**src/rwpm_pkg.sv**
```systemverilog
// Package: register map, fields, reset values and timing for reset/power block
package rwpm_pkg;
   // Register byte addresses (index times four, since 0x03 is not aligned)
   localparam logic [7:0]  IDX_CLK_MODE_REG = 8'h03;
   localparam logic [7:0]  IDX_MISC_REG  = 8'h08;
   localparam logic [7:0]  IDX_SDC_REG   = 8'h2D;
   localparam logic [7:0]  IDX_CMD_REG   = 8'h30;
   localparam logic [11:0] ADDR_CLK_MODE = {2'h0, IDX_CLK_MODE_REG, 2'h0};
   localparam logic [11:0] ADDR_MISC     = {2'h0, IDX_MISC_REG, 2'h0};
   localparam logic [11:0] ADDR_SDC      = {2'h0, IDX_SDC_REG, 2'h0};
   localparam logic [11:0] ADDR_CMD      = {2'h0, IDX_CMD_REG, 2'h0};
   localparam int          ADDR_W        = 12;

   // Clock mode fields
   localparam int         CLK_EXTRST_BIT = 0;
   localparam int         CLK_WDEN_BIT   = 1;
   localparam int         CLK_SLOWEN_BIT = 2;
   localparam int         CLK_FASTEN_BIT = 4;
   localparam logic [7:0] CLK_MODE_RESET = 8'hF6;
   // Misc fields
   localparam int         MISC_NOUVR_BIT = 2;
   localparam int         MISC_FASTWK_BIT = 5;
   localparam logic [7:0] MISC_RESET     = 8'h00;
   localparam logic [7:0] MISC_MASK      = 8'h27;
   localparam logic [7:0] SDC_RESET      = 8'h00;
   // Command register bits
   localparam int         CMD_WDCLR_BIT  = 0;
   localparam int         CMD_SAVE_BIT   = 1;
   localparam int         CMD_DOWN_BIT   = 2;

   // Watchdog timeouts in slow RC periods
   localparam int          WD_W       = 19;
   localparam logic [18:0] WD_TO_8K   = 19'h02000;
   localparam logic [18:0] WD_TO_16K  = 19'h04000;
   localparam logic [18:0] WD_TO_64K  = 19'h10000;
   localparam logic [18:0] WD_TO_256K = 19'h40000;
   // Wake delays in slow RC periods
   localparam int          WK_W        = 12;
   localparam int          WAKE_NORMAL = 3000;
   localparam int          WAKE_FAST   = 45;

   localparam logic [1:0] RESP_OKAY   = 2'h0;
   localparam logic [1:0] RESP_SLVERR = 2'h2;

   typedef enum logic [1:0]
   {
      PM_ON   = 2'b00,
      PM_SAVE = 2'b01,
      PM_DOWN = 2'b10,
      PM_WAKE = 2'b11
   } rwpm_mode_t;

   // Wake sources from timers, pins and comparator
   typedef struct packed
   {
      logic [7:0] pin_level;
      logic [7:0] pin_direction_ctl;
      logic [7:0] pin_digital_input_enable;
      logic [2:0] timer_match;
      logic [2:0] timer_on_sysclk;
      logic [2:0] timer_osc_off;
      logic       cmp_event;
      logic       comparator_control_b7;
      logic       comparator_select_b6;
   } rwpm_wake_t;

   // Clock, oscillator and timer gates toward the core
   typedef struct packed
   {
      logic       sys_clk_en;
      logic       prog_mem_en;
      logic       slow_rc_osc_en;
      logic       fast_rc_osc_en;
      logic [2:0] timer_run;
   } rwpm_gate_t;
endpackage : rwpm_pkg

```
**src/rwpm_reset_power.sv**
```systemverilog
// Reset merge, watchdog, supply detect and low-power sequencing
//
// Notes on behaviour
// - Any reset source restarts at PC zero
// - Watchdog reset keeps data memory contents
// - Pin reset keeps data memory contents
// - Misc bit 2 set disables undervoltage reset
// - Undervoltage reset ignored in low-power modes
// - Misc bits 1:0 pick 8k/16k/64k/256k timeout
// - Watchdog counts only slow RC clocks
// - Clock mode bit 1 enables watchdog, resets 1
// - Clear command or power-on zeroes watchdog
// - Watchdog timeout causes system reset
// - Selected pin low means reset, high runs
// - Supply detect bits 7:4 choose threshold level
// - Supply detect bit 0 reports below threshold
// - Power-save gates system clock and program memory
// - Power-save stops timers on sysclk or dead osc
// - Pin wakes only as enabled digital input
// - Non-sysclk timer match wakes from power-save
// - Comparator wakes only when both enables set
// - Power-down stops oscillators; pin wake only
// - Wake resumes at next instruction, no reset
// - Wake delay 3000 or 45 slow RC clocks
// - Clock bits 2 and 4 enable RC oscillators
`timescale 1ns/10ps
module rwpm_reset_power
(
   // Clock and reset
   input  wire logic                   i_clk,
   input  wire logic                   i_rst_n,
   // AXI4-Lite slave
   input  wire logic [rwpm_pkg::ADDR_W-1:0] i_awaddr,
   input  wire logic                   i_awvalid,
   output logic                        o_awready,
   input  wire logic [31:0]            i_wdata,
   input  wire logic [3:0]             i_wstrb,
   input  wire logic                   i_wvalid,
   output logic                        o_wready,
   output logic [1:0]                  o_bresp,
   output logic                        o_bvalid,
   input  wire logic                   i_bready,
   input  wire logic [rwpm_pkg::ADDR_W-1:0] i_araddr,
   input  wire logic                   i_arvalid,
   output logic                        o_arready,
   output logic [31:0]                 o_rdata,
   output logic [1:0]                  o_rresp,
   output logic                        o_rvalid,
   input  wire logic                   i_rready,
   // Analog and pin inputs (asynchronous)
   input  wire logic                   i_por_n,
   input  wire logic                   i_below_uvr,
   input  wire logic                   i_below_sld,
   input  wire logic                   i_ext_reset_pin_n,
   input  wire logic                   i_slow_rc_tick,
   input  wire rwpm_pkg::rwpm_wake_t   i_wake,
   // Reset and control toward the core
   output logic                        o_cpu_rst_n,
   output logic                        o_mem_clear,
   output logic                        o_halt,
   output rwpm_pkg::rwpm_gate_t        o_gate,
   output logic [3:0]                  o_sld_level
);
   import rwpm_pkg::*;

   // Synchronisers for all outside levels
   // Wake bundle plus five single levels
   localparam int NSYNC = $bits(rwpm_wake_t) + 5;
   logic [NSYNC-1:0] sync1_reg;
   logic [NSYNC-1:0] sync2_reg;
   logic [NSYNC-1:0] async_in;
   assign async_in = {i_wake, i_por_n, i_below_uvr, i_below_sld,
                      i_ext_reset_pin_n, i_slow_rc_tick};
   always_ff @(posedge i_clk)
   begin
      sync1_reg <= async_in;
      sync2_reg <= sync1_reg;
   end
   rwpm_wake_t wk;
   logic       por_n_s;
   logic       uvr_s;
   logic       sld_s;
   logic       pin_n_s;
   logic       tick_s;
   assign {wk, por_n_s, uvr_s, sld_s, pin_n_s, tick_s} = sync2_reg;

   logic tick_d_reg;
   logic slow_edge;
   always_ff @(posedge i_clk)
      tick_d_reg <= tick_s;
   assign slow_edge = tick_s & ~tick_d_reg;

   // Registers and state
   logic [7:0]  clk_mode_reg;
   logic [7:0]  misc_reg;
   logic [3:0]  sdc_level_reg;
   logic [WD_W-1:0] wd_cnt_reg;
   logic [WK_W-1:0] wk_cnt_reg;
   rwpm_mode_t  mode_reg;
   rwpm_mode_t  mode_next;
   logic        sys_rst;
   logic        rst_all;
   logic        wd_fire;
   logic        uvr_fire;
   logic        pin_fire;
   logic        por_fire;
   logic        wake_ev;
   logic        wd_clr;
   logic        cmd_save;
   logic        cmd_down;

   // Timeout decode
   // The 256k period needs a 19-bit count
   function automatic logic [WD_W-1:0] wd_limit(input logic [1:0] sel);
      case (sel)
         2'b00:   wd_limit = WD_TO_8K;
         2'b01:   wd_limit = WD_TO_16K;
         2'b10:   wd_limit = WD_TO_64K;
         default: wd_limit = WD_TO_256K;
      endcase
   endfunction : wd_limit

   logic low_power;
   assign low_power = (mode_reg == PM_SAVE) || (mode_reg == PM_DOWN);
   assign por_fire  = ~por_n_s;
   // Undervoltage is ignored in power-save and power-down
   assign uvr_fire  = uvr_s & ~misc_reg[MISC_NOUVR_BIT] & ~low_power;
   // Pin reset lasts one cycle: the reset clears the select bit
   assign pin_fire  = clk_mode_reg[CLK_EXTRST_BIT] & ~pin_n_s;
   // Terminal count one below the selected period
   logic [WD_W-1:0] wd_last;
   assign wd_last   = wd_limit(misc_reg[1:0]) - 19'h00001;
   assign wd_fire   = clk_mode_reg[CLK_WDEN_BIT]
                      & clk_mode_reg[CLK_SLOWEN_BIT]
                      & slow_edge
                      & (wd_cnt_reg >= wd_last);
   assign sys_rst   = ~i_rst_n | por_fire | uvr_fire | pin_fire | wd_fire;
   assign rst_all   = ~i_rst_n | por_fire;

   // AXI write channel: take address and data in either order
   logic        aw_have_reg;
   logic        w_have_reg;
   logic [ADDR_W-1:0] aw_reg;
   logic [7:0]  wd_reg;
   logic        w_en;
   logic        wr_ok;
   assign w_en  = aw_have_reg & w_have_reg & ~o_bvalid;
   // Readies stay low while a response waits for bready
   logic        b_stall;
   assign b_stall = o_bvalid & ~i_bready;
   assign wr_ok = (aw_reg == ADDR_CLK_MODE) || (aw_reg == ADDR_MISC)
                  || (aw_reg == ADDR_SDC) || (aw_reg == ADDR_CMD);

   always_ff @(posedge i_clk)
   begin
      if (!i_rst_n)
      begin
         aw_have_reg <= 1'b0;
         w_have_reg  <= 1'b0;
         aw_reg      <= '0;
         wd_reg      <= 8'h00;
         o_awready   <= 1'b0;
         o_wready    <= 1'b0;
         o_bvalid    <= 1'b0;
         o_bresp     <= RESP_OKAY;
      end
      else
      begin
         o_awready <= ~aw_have_reg & ~(i_awvalid & o_awready)
                      & ~b_stall;
         o_wready  <= ~w_have_reg & ~(i_wvalid & o_wready)
                      & ~b_stall;
         if (i_awvalid && o_awready)
         begin
            aw_have_reg <= 1'b1;
            aw_reg      <= i_awaddr;
         end
         if (i_wvalid && o_wready)
         begin
            w_have_reg <= 1'b1;
            wd_reg     <= i_wstrb[0] ? i_wdata[7:0] : 8'h00;
         end
         if (w_en)
         begin
            aw_have_reg <= 1'b0;
            w_have_reg  <= 1'b0;
            o_bvalid    <= 1'b1;
            o_bresp     <= wr_ok ? RESP_OKAY : RESP_SLVERR;
         end
         else if (o_bvalid && i_bready)
            o_bvalid <= 1'b0;
      end
   end

   logic wr_clk;
   logic wr_misc;
   logic wr_sdc;
   logic wr_cmd;
   assign wr_clk  = w_en && (aw_reg == ADDR_CLK_MODE);
   assign wr_misc = w_en && (aw_reg == ADDR_MISC);
   assign wr_sdc  = w_en && (aw_reg == ADDR_SDC);
   assign wr_cmd  = w_en && (aw_reg == ADDR_CMD);
   assign wd_clr   = wr_cmd & wd_reg[CMD_WDCLR_BIT];
   assign cmd_save = wr_cmd & wd_reg[CMD_SAVE_BIT];
   assign cmd_down = wr_cmd & wd_reg[CMD_DOWN_BIT];

   // Control registers return to defaults on any reset
   always_ff @(posedge i_clk)
   begin
      if (sys_rst)
      begin
         clk_mode_reg  <= CLK_MODE_RESET;
         misc_reg      <= MISC_RESET;
         sdc_level_reg <= SDC_RESET[7:4];
      end
      else
      begin
         if (wr_clk)
            clk_mode_reg <= wd_reg;
         if (wr_misc)
            misc_reg <= wd_reg & MISC_MASK;
         if (wr_sdc)
            sdc_level_reg <= wd_reg[7:4];
      end
   end

   // AXI read channel
   always_ff @(posedge i_clk)
   begin
      if (!i_rst_n)
      begin
         o_arready <= 1'b0;
         o_rvalid  <= 1'b0;
         o_rdata   <= 32'h00000000;
         o_rresp   <= RESP_OKAY;
      end
      else
      begin
         o_arready <= ~o_rvalid & ~(i_arvalid & o_arready);
         if (i_arvalid && o_arready)
         begin
            o_rvalid <= 1'b1;
            o_rresp  <= RESP_OKAY;
            case (i_araddr)
               ADDR_CLK_MODE: o_rdata <= {24'h000000, clk_mode_reg};
               ADDR_SDC:   o_rdata <= {31'h00000000, sld_s};
               ADDR_MISC:  o_rdata <= 32'h00000000;
               ADDR_CMD:   o_rdata <= 32'h00000000;
               default:
               begin
                  o_rdata <= 32'h00000000;
                  o_rresp <= RESP_SLVERR;
               end
            endcase
         end
         else if (o_rvalid && i_rready)
            o_rvalid <= 1'b0;
      end
   end

   // Watchdog counter on slow RC edges only
   always_ff @(posedge i_clk)
   begin
      if (rst_all || wd_clr || wd_fire)
         wd_cnt_reg <= '0;
      else if (!clk_mode_reg[CLK_WDEN_BIT]
               || !clk_mode_reg[CLK_SLOWEN_BIT])
         wd_cnt_reg <= '0;
      else if (slow_edge)
         wd_cnt_reg <= wd_cnt_reg + 19'h00001;
   end

   // Wake source qualification
   logic [7:0] pin_d_reg;
   logic       pin_wake;
   logic       tmr_wake;
   logic       cmp_wake;
   always_ff @(posedge i_clk)
      pin_d_reg <= wk.pin_level;
   assign pin_wake = |((pin_d_reg ^ wk.pin_level)
                       & ~wk.pin_direction_ctl
                       & wk.pin_digital_input_enable);
   assign tmr_wake = |(wk.timer_match & ~wk.timer_on_sysclk
                       & ~wk.timer_osc_off);
   assign cmp_wake = wk.cmp_event & wk.comparator_control_b7
                     & wk.comparator_select_b6;
   // Power-down listens to pin toggles alone
   assign wake_ev  = (mode_reg == PM_DOWN) ? pin_wake
                     : (pin_wake | tmr_wake | cmp_wake);

   // Power mode sequencer
   logic [WK_W-1:0] wk_target;
   assign wk_target = misc_reg[MISC_FASTWK_BIT]
                      ? WK_W'(WAKE_FAST - 1)
                      : WK_W'(WAKE_NORMAL - 1);
   always_comb
   begin
      mode_next = mode_reg;
      case (mode_reg)
         PM_ON:
            if (cmd_down)
               mode_next = PM_DOWN;
            else if (cmd_save)
               mode_next = PM_SAVE;
         PM_SAVE, PM_DOWN:
            if (wake_ev)
               mode_next = PM_WAKE;
         PM_WAKE:
            if (slow_edge && wk_cnt_reg == wk_target)
               mode_next = PM_ON;
         default: mode_next = PM_ON;
      endcase
   end

   always_ff @(posedge i_clk)
   begin
      if (sys_rst)
         mode_reg <= PM_ON;
      else
         mode_reg <= mode_next;
   end

   // Wake delay counts slow RC periods from the wake event
   always_ff @(posedge i_clk)
   begin
      if (sys_rst || mode_reg != PM_WAKE)
         wk_cnt_reg <= '0;
      else if (slow_edge)
         wk_cnt_reg <= wk_cnt_reg + 12'h001;
   end

   // Registered outputs
   logic halt_next;
   assign halt_next = (mode_next != PM_ON);
   always_ff @(posedge i_clk)
   begin
      if (sys_rst)
      begin
         o_cpu_rst_n   <= 1'b0;
         o_mem_clear   <= rst_all | uvr_fire;
         o_halt        <= 1'b0;
         o_gate        <= '{sys_clk_en: 1'b1, prog_mem_en: 1'b1,
                            slow_rc_osc_en: 1'b1, fast_rc_osc_en: 1'b1,
                            timer_run: 3'h7};
         o_sld_level   <= 4'h0;
      end
      else
      begin
         o_cpu_rst_n <= 1'b1;
         o_mem_clear <= 1'b0;
         o_halt      <= halt_next;
         o_sld_level <= sdc_level_reg;
         o_gate.sys_clk_en  <= ~halt_next;
         o_gate.prog_mem_en <= ~halt_next;
         o_gate.slow_rc_osc_en <= (mode_next == PM_SAVE)
                                  | (mode_next == PM_WAKE)
                                  | ((mode_next == PM_ON)
                                     & clk_mode_reg[CLK_SLOWEN_BIT]);
         o_gate.fast_rc_osc_en <= (mode_next != PM_DOWN)
                                  & clk_mode_reg[CLK_FASTEN_BIT];
         case (mode_next)
            PM_SAVE: o_gate.timer_run <= ~wk.timer_on_sysclk
                                         & ~wk.timer_osc_off;
            PM_DOWN: o_gate.timer_run <= 3'h0;
            PM_WAKE: o_gate.timer_run <= 3'h0;
            default: o_gate.timer_run <= 3'h7;
         endcase
      end
   end
endmodule : rwpm_reset_power

```
**config.mk**
```make
export PLATFORM = sky130hd
export DESIGN_NAME = rwpm_reset_power
export DESIGN_NICKNAME = d
export VERILOG_FILES = /design/src/rwpm_pkg.sv /design/src/rwpm_reset_power.sv
export SDC_FILE = /design/constraint.sdc
export NUM_CORES = 1
export LEC_CHECK = 0
export ABC_AREA = 1
export CORE_UTILIZATION = 63
export CTS_CLUSTER_SIZE = 8
export DETAILED_ROUTE_END_ITERATION = 6
export DONT_BUFFER_PORTS = 1
export PLACE_DENSITY = 0.79
export SLEW_MARGIN = 40
export SYNTH_ARGS = -nofsm -noshare
export SYNTH_HDL_FRONTEND = slang
export SYNTH_SLANG_ARGS = --single-unit
export TNS_END_PERCENT = 20
```
**constraint.sdc**
```tcl
create_clock -name i_clk -period 3.3 [get_ports i_clk]
set_clock_uncertainty 0.05 [all_clocks]
set_input_delay 0.33 -clock i_clk [delete_from_list [all_inputs] [get_ports i_clk]]
set_output_delay 0.33 -clock i_clk [all_outputs]
set_load 0.01 [all_outputs]
```
# Word-level counts from Yosys, hierarchy flattened
# Cells that the tools add are included.
dict set report op_classes {
  add_sub_neg 3
  n_lt_le_gt_ge 1
  n_eq_ne 19
  muxes 18
  bitwise_logic 58
  n_reduce_logical 33
}
# operator count
set op_table {}
lappend op_table {{$pmux 19 s3} 1}
lappend op_table {{$eq 12x8->1 const B} 4}
lappend op_table {{$and 1x1->1} 25}
lappend op_table {{$eq 12x4->1 const B} 2}
lappend op_table {{$eq 12x6->1 const B} 2}
lappend op_table {{$add 19x1->19 const B} 1}
lappend op_table {{$ge 19x19->1} 1}
lappend op_table {{$sub 19x1->19 const B} 1}
lappend op_table {{$and 8x8->8} 2}
lappend op_table {{$not 1->1} 16}
lappend op_table {{$pmux 8 s2} 1}
lappend op_table {{$add 12x1->12 const B} 1}
lappend op_table {{$eq 12x12->1} 1}
lappend op_table {{$mux 12} 1}
lappend op_table {{$mux 2} 6}
lappend op_table {{$eq 2x2->1 const B} 5}
lappend op_table {{$logic_and 1x1->1} 10}
lappend op_table {{$and 3x3->3} 3}
lappend op_table {{$logic_or 1x1->1} 8}
lappend op_table {{$mux 8} 1}
lappend op_table {{$not 8->8} 1}
lappend op_table {{$or 1x1->1} 8}
lappend op_table {{$reduce_or 2->1} 4}
lappend op_table {{$reduce_or 8->1} 1}
lappend op_table {{other kinds (12)} 26}
dict set report word_totals {
  regBits 216
  in_bits 108
  output_inout_bits 55
  elab_cells 162
}

# Depth between registers and ports, before layout
# Gate-level depths: netlist (run 1).
dict set report logic_depth {
  word_depth 12
  depth_mapped 13
  depth_no_buf 13
}

# Worst setup path after synthesis (run 1)
# No wires, ideal clock.
dict set report synth_timing {
  path_type {reg2reg}
  from {reg misc_reg[1]}
  to {reg o_gate[0] (netlist name)}
  setup_ps 115
  arrival_ps 1635
  t_required_ps 3135
  path_slack_ps 1500
  path_stages_with_launch 12
  period_less_slack_ps 1800
  path_cell_list {dfxtp_1 -> nand2_1 -> ha_1 -> a21oi_1 -> o21ai_0 -> nor2_1 -> nand3_1 -> a21boi_2 -> buf_6 -> nand3_4 -> nand2_2 -> nand2_1}
}
dict set report synth_via {
  elab_chain_cells 6
}
# item line_no
set synth_lines {}
lappend synth_lines {{start, declared} rwpm_reset_power.sv:95} ;# logic [7:0] misc_reg;
lappend synth_lines {{start signal, assigned} rwpm_reset_power.sv:221} ;# misc_reg <= wd_reg & MISC_MASK;
lappend synth_lines {{$eq 2x2->1, or another cell as far along} rwpm_reset_power.sv:115} ;# case (sel)
lappend synth_lines {{$pmux 19 s3 *} rwpm_reset_power.sv:115}
lappend synth_lines {{$sub 19x1->19 *} rwpm_reset_power.sv:132} ;# assign wd_last = wd_limit(misc_reg[1:0]) - 19'h00001;
lappend synth_lines {{$ge 19x19->1 *} rwpm_reset_power.sv:136} ;# & (wd_cnt_reg >= wd_last);
lappend synth_lines {{$and 1x1->1 *} rwpm_reset_power.sv:136}
lappend synth_lines {{$or 1x1->1 *} rwpm_reset_power.sv:137} ;# assign sys_rst = ~i_rst_n | por_fire | uvr_fire | pin_fire | wd_fire;
lappend synth_lines {{end signal, assigned} rwpm_reset_power.sv:342} ;# o_gate <= '{sys_clk_en: 1'b1, prog_mem_en: 1'b1,
lappend synth_lines {{end, declared} rwpm_reset_power.sv:61} ;# output rwpm_pkg::rwpm_gate_t o_gate,
# Mark *: on every way between the ends. The rest lies on a longest branch, timed or not.
# A chain may end at the register's enable or synchronous reset.

# Worst setup path after layout (run 1)
dict set report layout_timing {
  from {reg misc_reg[1]}
  to {reg o_gate[3] (netlist name)}
}
# The elaborated chain is that of the path after synthesis.

==> impl_metrics.json, run 1 <==
{
  "io_buffer_count": 0,
  "ant_nets": 0,
  "p_per_area_nw_per_um2": 578.3,
  "routed.top_layer": "met5",
  "cp-start-kind": "flop",
  "synth_edf_count": 0,
  "crit_family": "simple AND/OR/NAND/NOR gates",
  "clock_path_buffers": 2,
  "grt_remaining_overflow": 0,
  "cts_root_buf": "clkbuf_8",
  "wl_met2_um": 7724,
  "nNetsFinal": 974,
  "synth_top_cell_by_area": "dfxtp_1",
  "cts_setup_buffers": 0,
  "crit_arrival_ps": 2650,
  "reg2regPathDepth": 13,
  "cts_sinks": 190,
  "synthArstFlopShare": 0,
  "ir_drop_uv": 608.2,
  "reg2reg_slack_ps": 1070,
  "vias": 5284,
  "slowest_stage": "dfxtp_1",
  "min_period_over_period": 0.6770,
  "final_layout_size_suffix_gt1_frac": 0.06106,
  "htree_levels": 4,
  "drv_slew": 0,
  "grt_pass1_wl_um": 24920,
  "die_w_um": 105.6,
  "ys_top_cells_by_count": "dfxtp_1 (190), nand2_1 (152), inv_1 (101)",
  "power.net_switching_uw": 1095,
  "synth_cells": 785,
  "wl_met1_um": 5980,
  "synth_cell_types": 38,
  "insertion_delay_ps": 540,
  "clkPwrFrac": 0.428,
  "p_int_uw": 3526,
  "cts_buffers": 17,
  "areaGrowthSynthToFinish_pct": 18.28,
  "combPwrFrac": 0.047,
  "drcViolationCount": 0,
  "drt_wl_total_um": 15150,
  "die_area_um2": 11140,
  "slowest_delay_ps": 400,
  "routedWlPerCell_um": 15.07,
  "synth_seq_cells": 190,
  "first_pass_iters": 5,
  "fillers": 623,
  "drt-initial-drc-count": 386,
  "timing.fmax_ghz": 0.4476,
  "dp_hpwl_um": 8863,
  "seqPwrFrac": 0.525,
  "track_usage": 0.2856,
  "critical_path_class": "flop to flop",
  "core_um2": 10370,
  "worstPathCellList": "nand2_1 > ha_1 > nand2_1 > nor2_1 > nand2_1 > nor2_1 > nand2_1 > nand3_1 > a21boi_2 > buf_4 > inv_1 > nor2_1 > nor2_1",
  "timing.critical_path.required_ps": 3720,
  "tns_ps": 0,
  "cts_resized": 0,
  "yosysWarnings": 0,
  "initial_core_util": 0.6515,
  "hp-class": "input pin to flop",
  "synth_top_area_share": 0.5630,
  "num_rows": 37,
  "sw_frac_of_total": 0.2370,
  "antenna_found_initial": 1,
  "yosysMostFrequentCell": "dfxtp_1",
  "grt_max_degree": 27,
  "gp_congestion": 0.8708,
  "cp.depth": 13,
  "drv_cap": 0,
  "wl_met3_um": 905,
  "path_clk_slew_ps": 70,
  "synth_area_leaders": "dfxtp_1 (56%), nand2_1 (8.4%), inv_1 (5.6%)",
  "path_max_fanout": 16,
  "hold_viol": 0,
  "die_h_um": 105.6,
  "status": "completed",
  "finalSetupViolations": 0,
  "syn_area_per_cell_um2": 8.607,
  "period_minus_slack_ps": 2234,
  "hold_depth": 4,
  "yosys_most_used_dff": "dfxtp_1",
  "grt_pass1_vias": 5468,
  "fin_hold_ws_ps": 114.4,
  "synth_area_um2": 6756,
  "worstMarginPinSlew_ps": 670.6,
  "rsz0062_at_grt": "false",
  "p_leak_uw": 0.003397,
  "ctsHoldBuffers": 67,
  "cts_tree": "built",
  "via_per_inst": 5.258,
  "io_pins": 163,
  "cp-end-kind": "flop",
  "slew_headroom": 0.5519,
  "critical_path_buf_inv_count": 2,
  "synth_seq_area_share": 0.5630
}
==> layout make-up <==
cell class | count | area, µm² | share of cell area
Sequential cell | 190 | 3804 | 0.4760
Multi-Input combinational cell | 477 | 2379 | 0.2976
Timing Repair Buffer | 68 | 673.1 | 0.08423
Clock buffer | 19 | 431.7 | 0.05402
Inverter | 101 | 379.1 | 0.04744
Tap cell | 136 | 170.2 | 0.02129
Clock inverter | 13 | 152.6 | 0.01910
Antenna cell | 1 | 2.502 | 0.0003131
==> cell usage in the layout (no fill, tap or decap), types with 6 or more instances in the layout <==
| cell | instances |
|---|---|
| a211oi_1 | 7 |
| nand2_1 | 152 |
| dlygate4sd3_1 | 66 |
| nor4_1 | 8 |
| nor3_1 | 20 |
| ha_1 | 11 |
| nand3_1 | 50 |
| a21oi_1 | 46 |
| inv_1 | 101 |
| dfxtp_1 | 190 |
| o211ai_1 | 6 |
| nor2_1 | 79 |
| conb_1 | 27 |
| xor2_1 | 15 |
| o21ai_0 | 20 |
| clkbuf_16 | 16 |
==> power groups by stage <==
stage	registers [µW]	logic (µW)	clock network (µW)
finish	2430	219	1980
global route	2430	242	2100
CTS	2420	204	1980
detailed placement	2470	134	0
global placement	2470	128	0
floorplan	2460	144	0
==> cell families after synthesis <==
kind of cell	count (synthesis)	synth area share
and+or+nand+nor	339	0.2261
DFF	190	0.5630
buffers and inverters	143	0.09889
AOI/OAI and AO/OA	83	0.06852
xor gates and xnor gates	17	0.02204
adders and majority gates	11	0.02037
other	2	0.001112
==> worst paths after layout <==
| kind | start | endpoint |
|---|---|---|
| setup / recovery | misc_reg[1] | o_gate[3] |
| hold / removal | i_araddr[2] | o_rresp[1] |
| setup reg to reg | misc_reg[1] | o_gate[3] |
| hold reg to reg | sync1_reg[40] | sync2_reg[40] |
==> routing by layer <==
| layer | global-route usage | vias up |
|---|---|---|
| met5 | 0 | - |
| met4 | 0.1399 | 2 |
| met3 | 0.08658 | 51 |
| met2 | 0.5000 | 209 |
| met1 | 0.3145 | 2452 |
| li1 | - | 2570 |
==> per-stage QoR <==
step	power [µW]	utilization	worst slack, ps	instances	cell area, µm²
2_1_floorplan	2603	-	1500	810	6850
3_3_place_gp	2595	0.6499	1158	905	6739
3_5_place_dp	2606	0.6499	1093	905	6739
4_1_cts	4604	0.7709	1037	1004	7994
5_1_grt	4775	0.7706	835.2	1005	7991
6_report	4622	0.7706	1066	1005	7991
==> worst register-to-register path: cells and delay by family (launching register included) <==
family / cells / cell delay (ps)
and+or+nand+nor: 9 / 820
buffers and inverters: 2 / 540
DFF: 1 / 400
adders and majority gates: 1 / 320
AOI/OAI and AO/OA: 1 / 60
(Power assumes the default switching activity.)
==> inputs of run 2 (changes only) <==
--- a/config.mk
+++ b/config.mk
@@ -6,11 +6,11 @@
 export NUM_CORES = 1
 export LEC_CHECK = 0
 export ABC_AREA = 1
-export CORE_UTILIZATION = 63
+export CORE_UTILIZATION = 56
 export CTS_CLUSTER_SIZE = 8
 export DETAILED_ROUTE_END_ITERATION = 6
 export DONT_BUFFER_PORTS = 1
-export PLACE_DENSITY = 0.79
+export PLACE_DENSITY = 0.74
 export SLEW_MARGIN = 40
 export SYNTH_ARGS = -nofsm -noshare
 export SYNTH_HDL_FRONTEND = slang
==> constraint.sdc (replaced) <==
create_clock -name i_clk -period 2 [get_ports i_clk]
set_clock_uncertainty 0.05 [all_clocks]
set_input_delay 0.2 -clock i_clk [delete_from_list [all_inputs] [get_ports i_clk]]
set_output_delay 0.2 -clock i_clk [all_outputs]
set_load 0.01 [all_outputs]
==> impl_metrics.json, run 2 (synthesis results as in run 1) <==
{
  "timing.critical_path.required_ps": 2270,
  "antenna_found_initial": 0,
  "initial_core_util": 0.5842,
  "io_buffer_count": 0,
  "drcViolationCount": 8,
  "routedWlPerCell_um": 14.37,
  "crit_family": "simple AND/OR/NAND/NOR gates",
  "slowest_stage": "dfxtp_2",
  "reg2regPathDepth": 10,
  "insertion_delay_ps": 430,
  "die_w_um": 111.8,
  "fillers": 804,
  "p_total_uw": 7834,
  "cts_setup_buffers": 0,
  "via_per_inst": 5.155,
  "hold_depth": 2,
  "io_pins": 163,
  "dp_hpwl_um": 9267,
  "crit_top_cell": "nor2_1",
  "critical_path_buf_inv_count": 1,
  "first_pass_iters": 7,
  "cts_buffers": 17,
  "die_h_um": 111.8,
  "p_leak_uw": 0.003550,
  "worstPathCellList": "ha_1 > a21oi_1 > o21ai_0 > nor2_1 > nand3_2 > a21boi_4 > buf_6 > nand3_4 > nor2_2 > nor2_1",
  "diodes": 0,
  "worstMarginPinSlew_ps": 741.9,
  "slew_headroom": 0.5054,
  "areaGrowthSynthToFinish_pct": 23.28,
  "min_period_over_period": 0.9495,
  "gp_congestion": 0.8770,
  "cp-start-kind": "flop",
  "crit_arrival_ps": 2170,
  "cp.depth": 10,
  "layout_common_cells": "dfxtp_1 (186), nand2_1 (148), inv_1 (99)",
  "period_minus_slack_ps": 1899,
  "timing.fmax_ghz": 0.5266,
  "seqCellArea_um2": 3811,
  "p_per_area_nw_per_um2": 940.6,
  "grt_pass1_wl_um": 24190,
  "drv_slew": 0,
  "final_util": 0.7202,
  "final_cells": 1028,
  "violations": "design-rule violations",
  "drv_cap": 0,
  "drt_wl_total_um": 14770,
  "grt_pass1_vias": 5304,
  "cts_sinks": 190,
  "cp-end-kind": "flop",
  "drt-initial-drc-count": 365,
  "grt_max_degree": 25,
  "htree_levels": 4,
  "core_um2": 11560,
  "clock_path_buffers": 2,
  "status": "complete, but fails checks",
  "num_rows": 39,
  "ir_drop_uv": 936.2,
  "critical_path_class": "flop to flop",
  "final_layout_size_suffix_gt1_frac": 0.09492,
  "fin_hold_ws_ps": 45.86,
  "cts_root_buf": "clkbuf_16",
  "layout_commonest_cell": "dfxtp_1",
  "cts_tree": "built",
  "hold_viol": 0,
  "ant_nets": 0,
  "die_area_um2": 12510,
  "nNetsFinal": 991,
  "slowest_delay_ps": 350,
  "track_usage": 0.2458,
  "multi_input_area_um2": 2495,
  "path_clk_slew_ps": 70,
  "hp-class": "input pin to flop",
  "dp_cells": 924,
  "grt_remaining_overflow": 0,
  "vias": 5299,
  "path_max_fanout": 6,
  "finalSetupViolations": 0
}
[run 2: cell count changes in the layout (fill, tap and decap cells not counted), moves of 5 or more]
cell	before	now
dlygate4sd3_1	66	71
ha_1	11	6
buf_4	1	10
ha_4	0	5
[run 2: final cells by class]
cell class	count	share of cell area
flip-flops and latches	190	0.4576
multi-input cells	477	0.2995
repair buffers	85	0.1020
clock buffers	19	0.05318
inverters	101	0.04552
well taps	143	0.02148
clock inverters	13	0.02073
[run 2: timing repair]
| action | in CTS | in global routing |
|---|---|---|
| hold buffers | 72 | 0 |
| hold endpoints to repair | 77 | 0 |
| pin swaps | 1 | 5 |
| setup endpoints to repair | 8 | 53 |
| resized for setup | 4 | 24 |
[run 2: stage by stage]
stage	area [µm²]	setup WS (ps)	TNS, ps
2_1_floorplan	6850	200.3	0
3_3_place_gp	6863	1.503	0
3_5_place_dp	6863	-81.70	-294.2
4_1_cts	8210	3.827	0
5_1_grt	8329	-41.00	-237.0
6_report	8329	100.9	0
[run 2: report_power, final]
| part | internal (µW) | switching (µW) | leakage (µW) | total, µW |
|---|---|---|---|---|
| sequential | 3920 | 72.9 | 0.00157 | 4000 |
| combinational | 168 | 204 | 0.00168 | 373 |
| clock | 1930 | 1530 | 0.000298 | 3470 |
| total | 6020 | 1810 | 0.00355 | 7830 |
[run 2: worst paths after layout]
check | from | to | slack (ps)
worst max-delay path | wd_cnt_reg[18] | o_gate[3] | 100
worst min-delay path | i_awaddr[2] | aw_reg[2] | 50
worst max register to register | wd_cnt_reg[18] | o_gate[3] | 100
worst min register to register | sync1_reg[18] | sync2_reg[18] | 280
[run 2: layer usage]
layer  routed length (µm)  up-vias  track usage
li1                     -     2617            -
met1                 5811     2482       0.2553
met2                 7807      172       0.4551
met3                  834       28      0.07839
met4                  318        0      0.09910
met5                    0        -            0
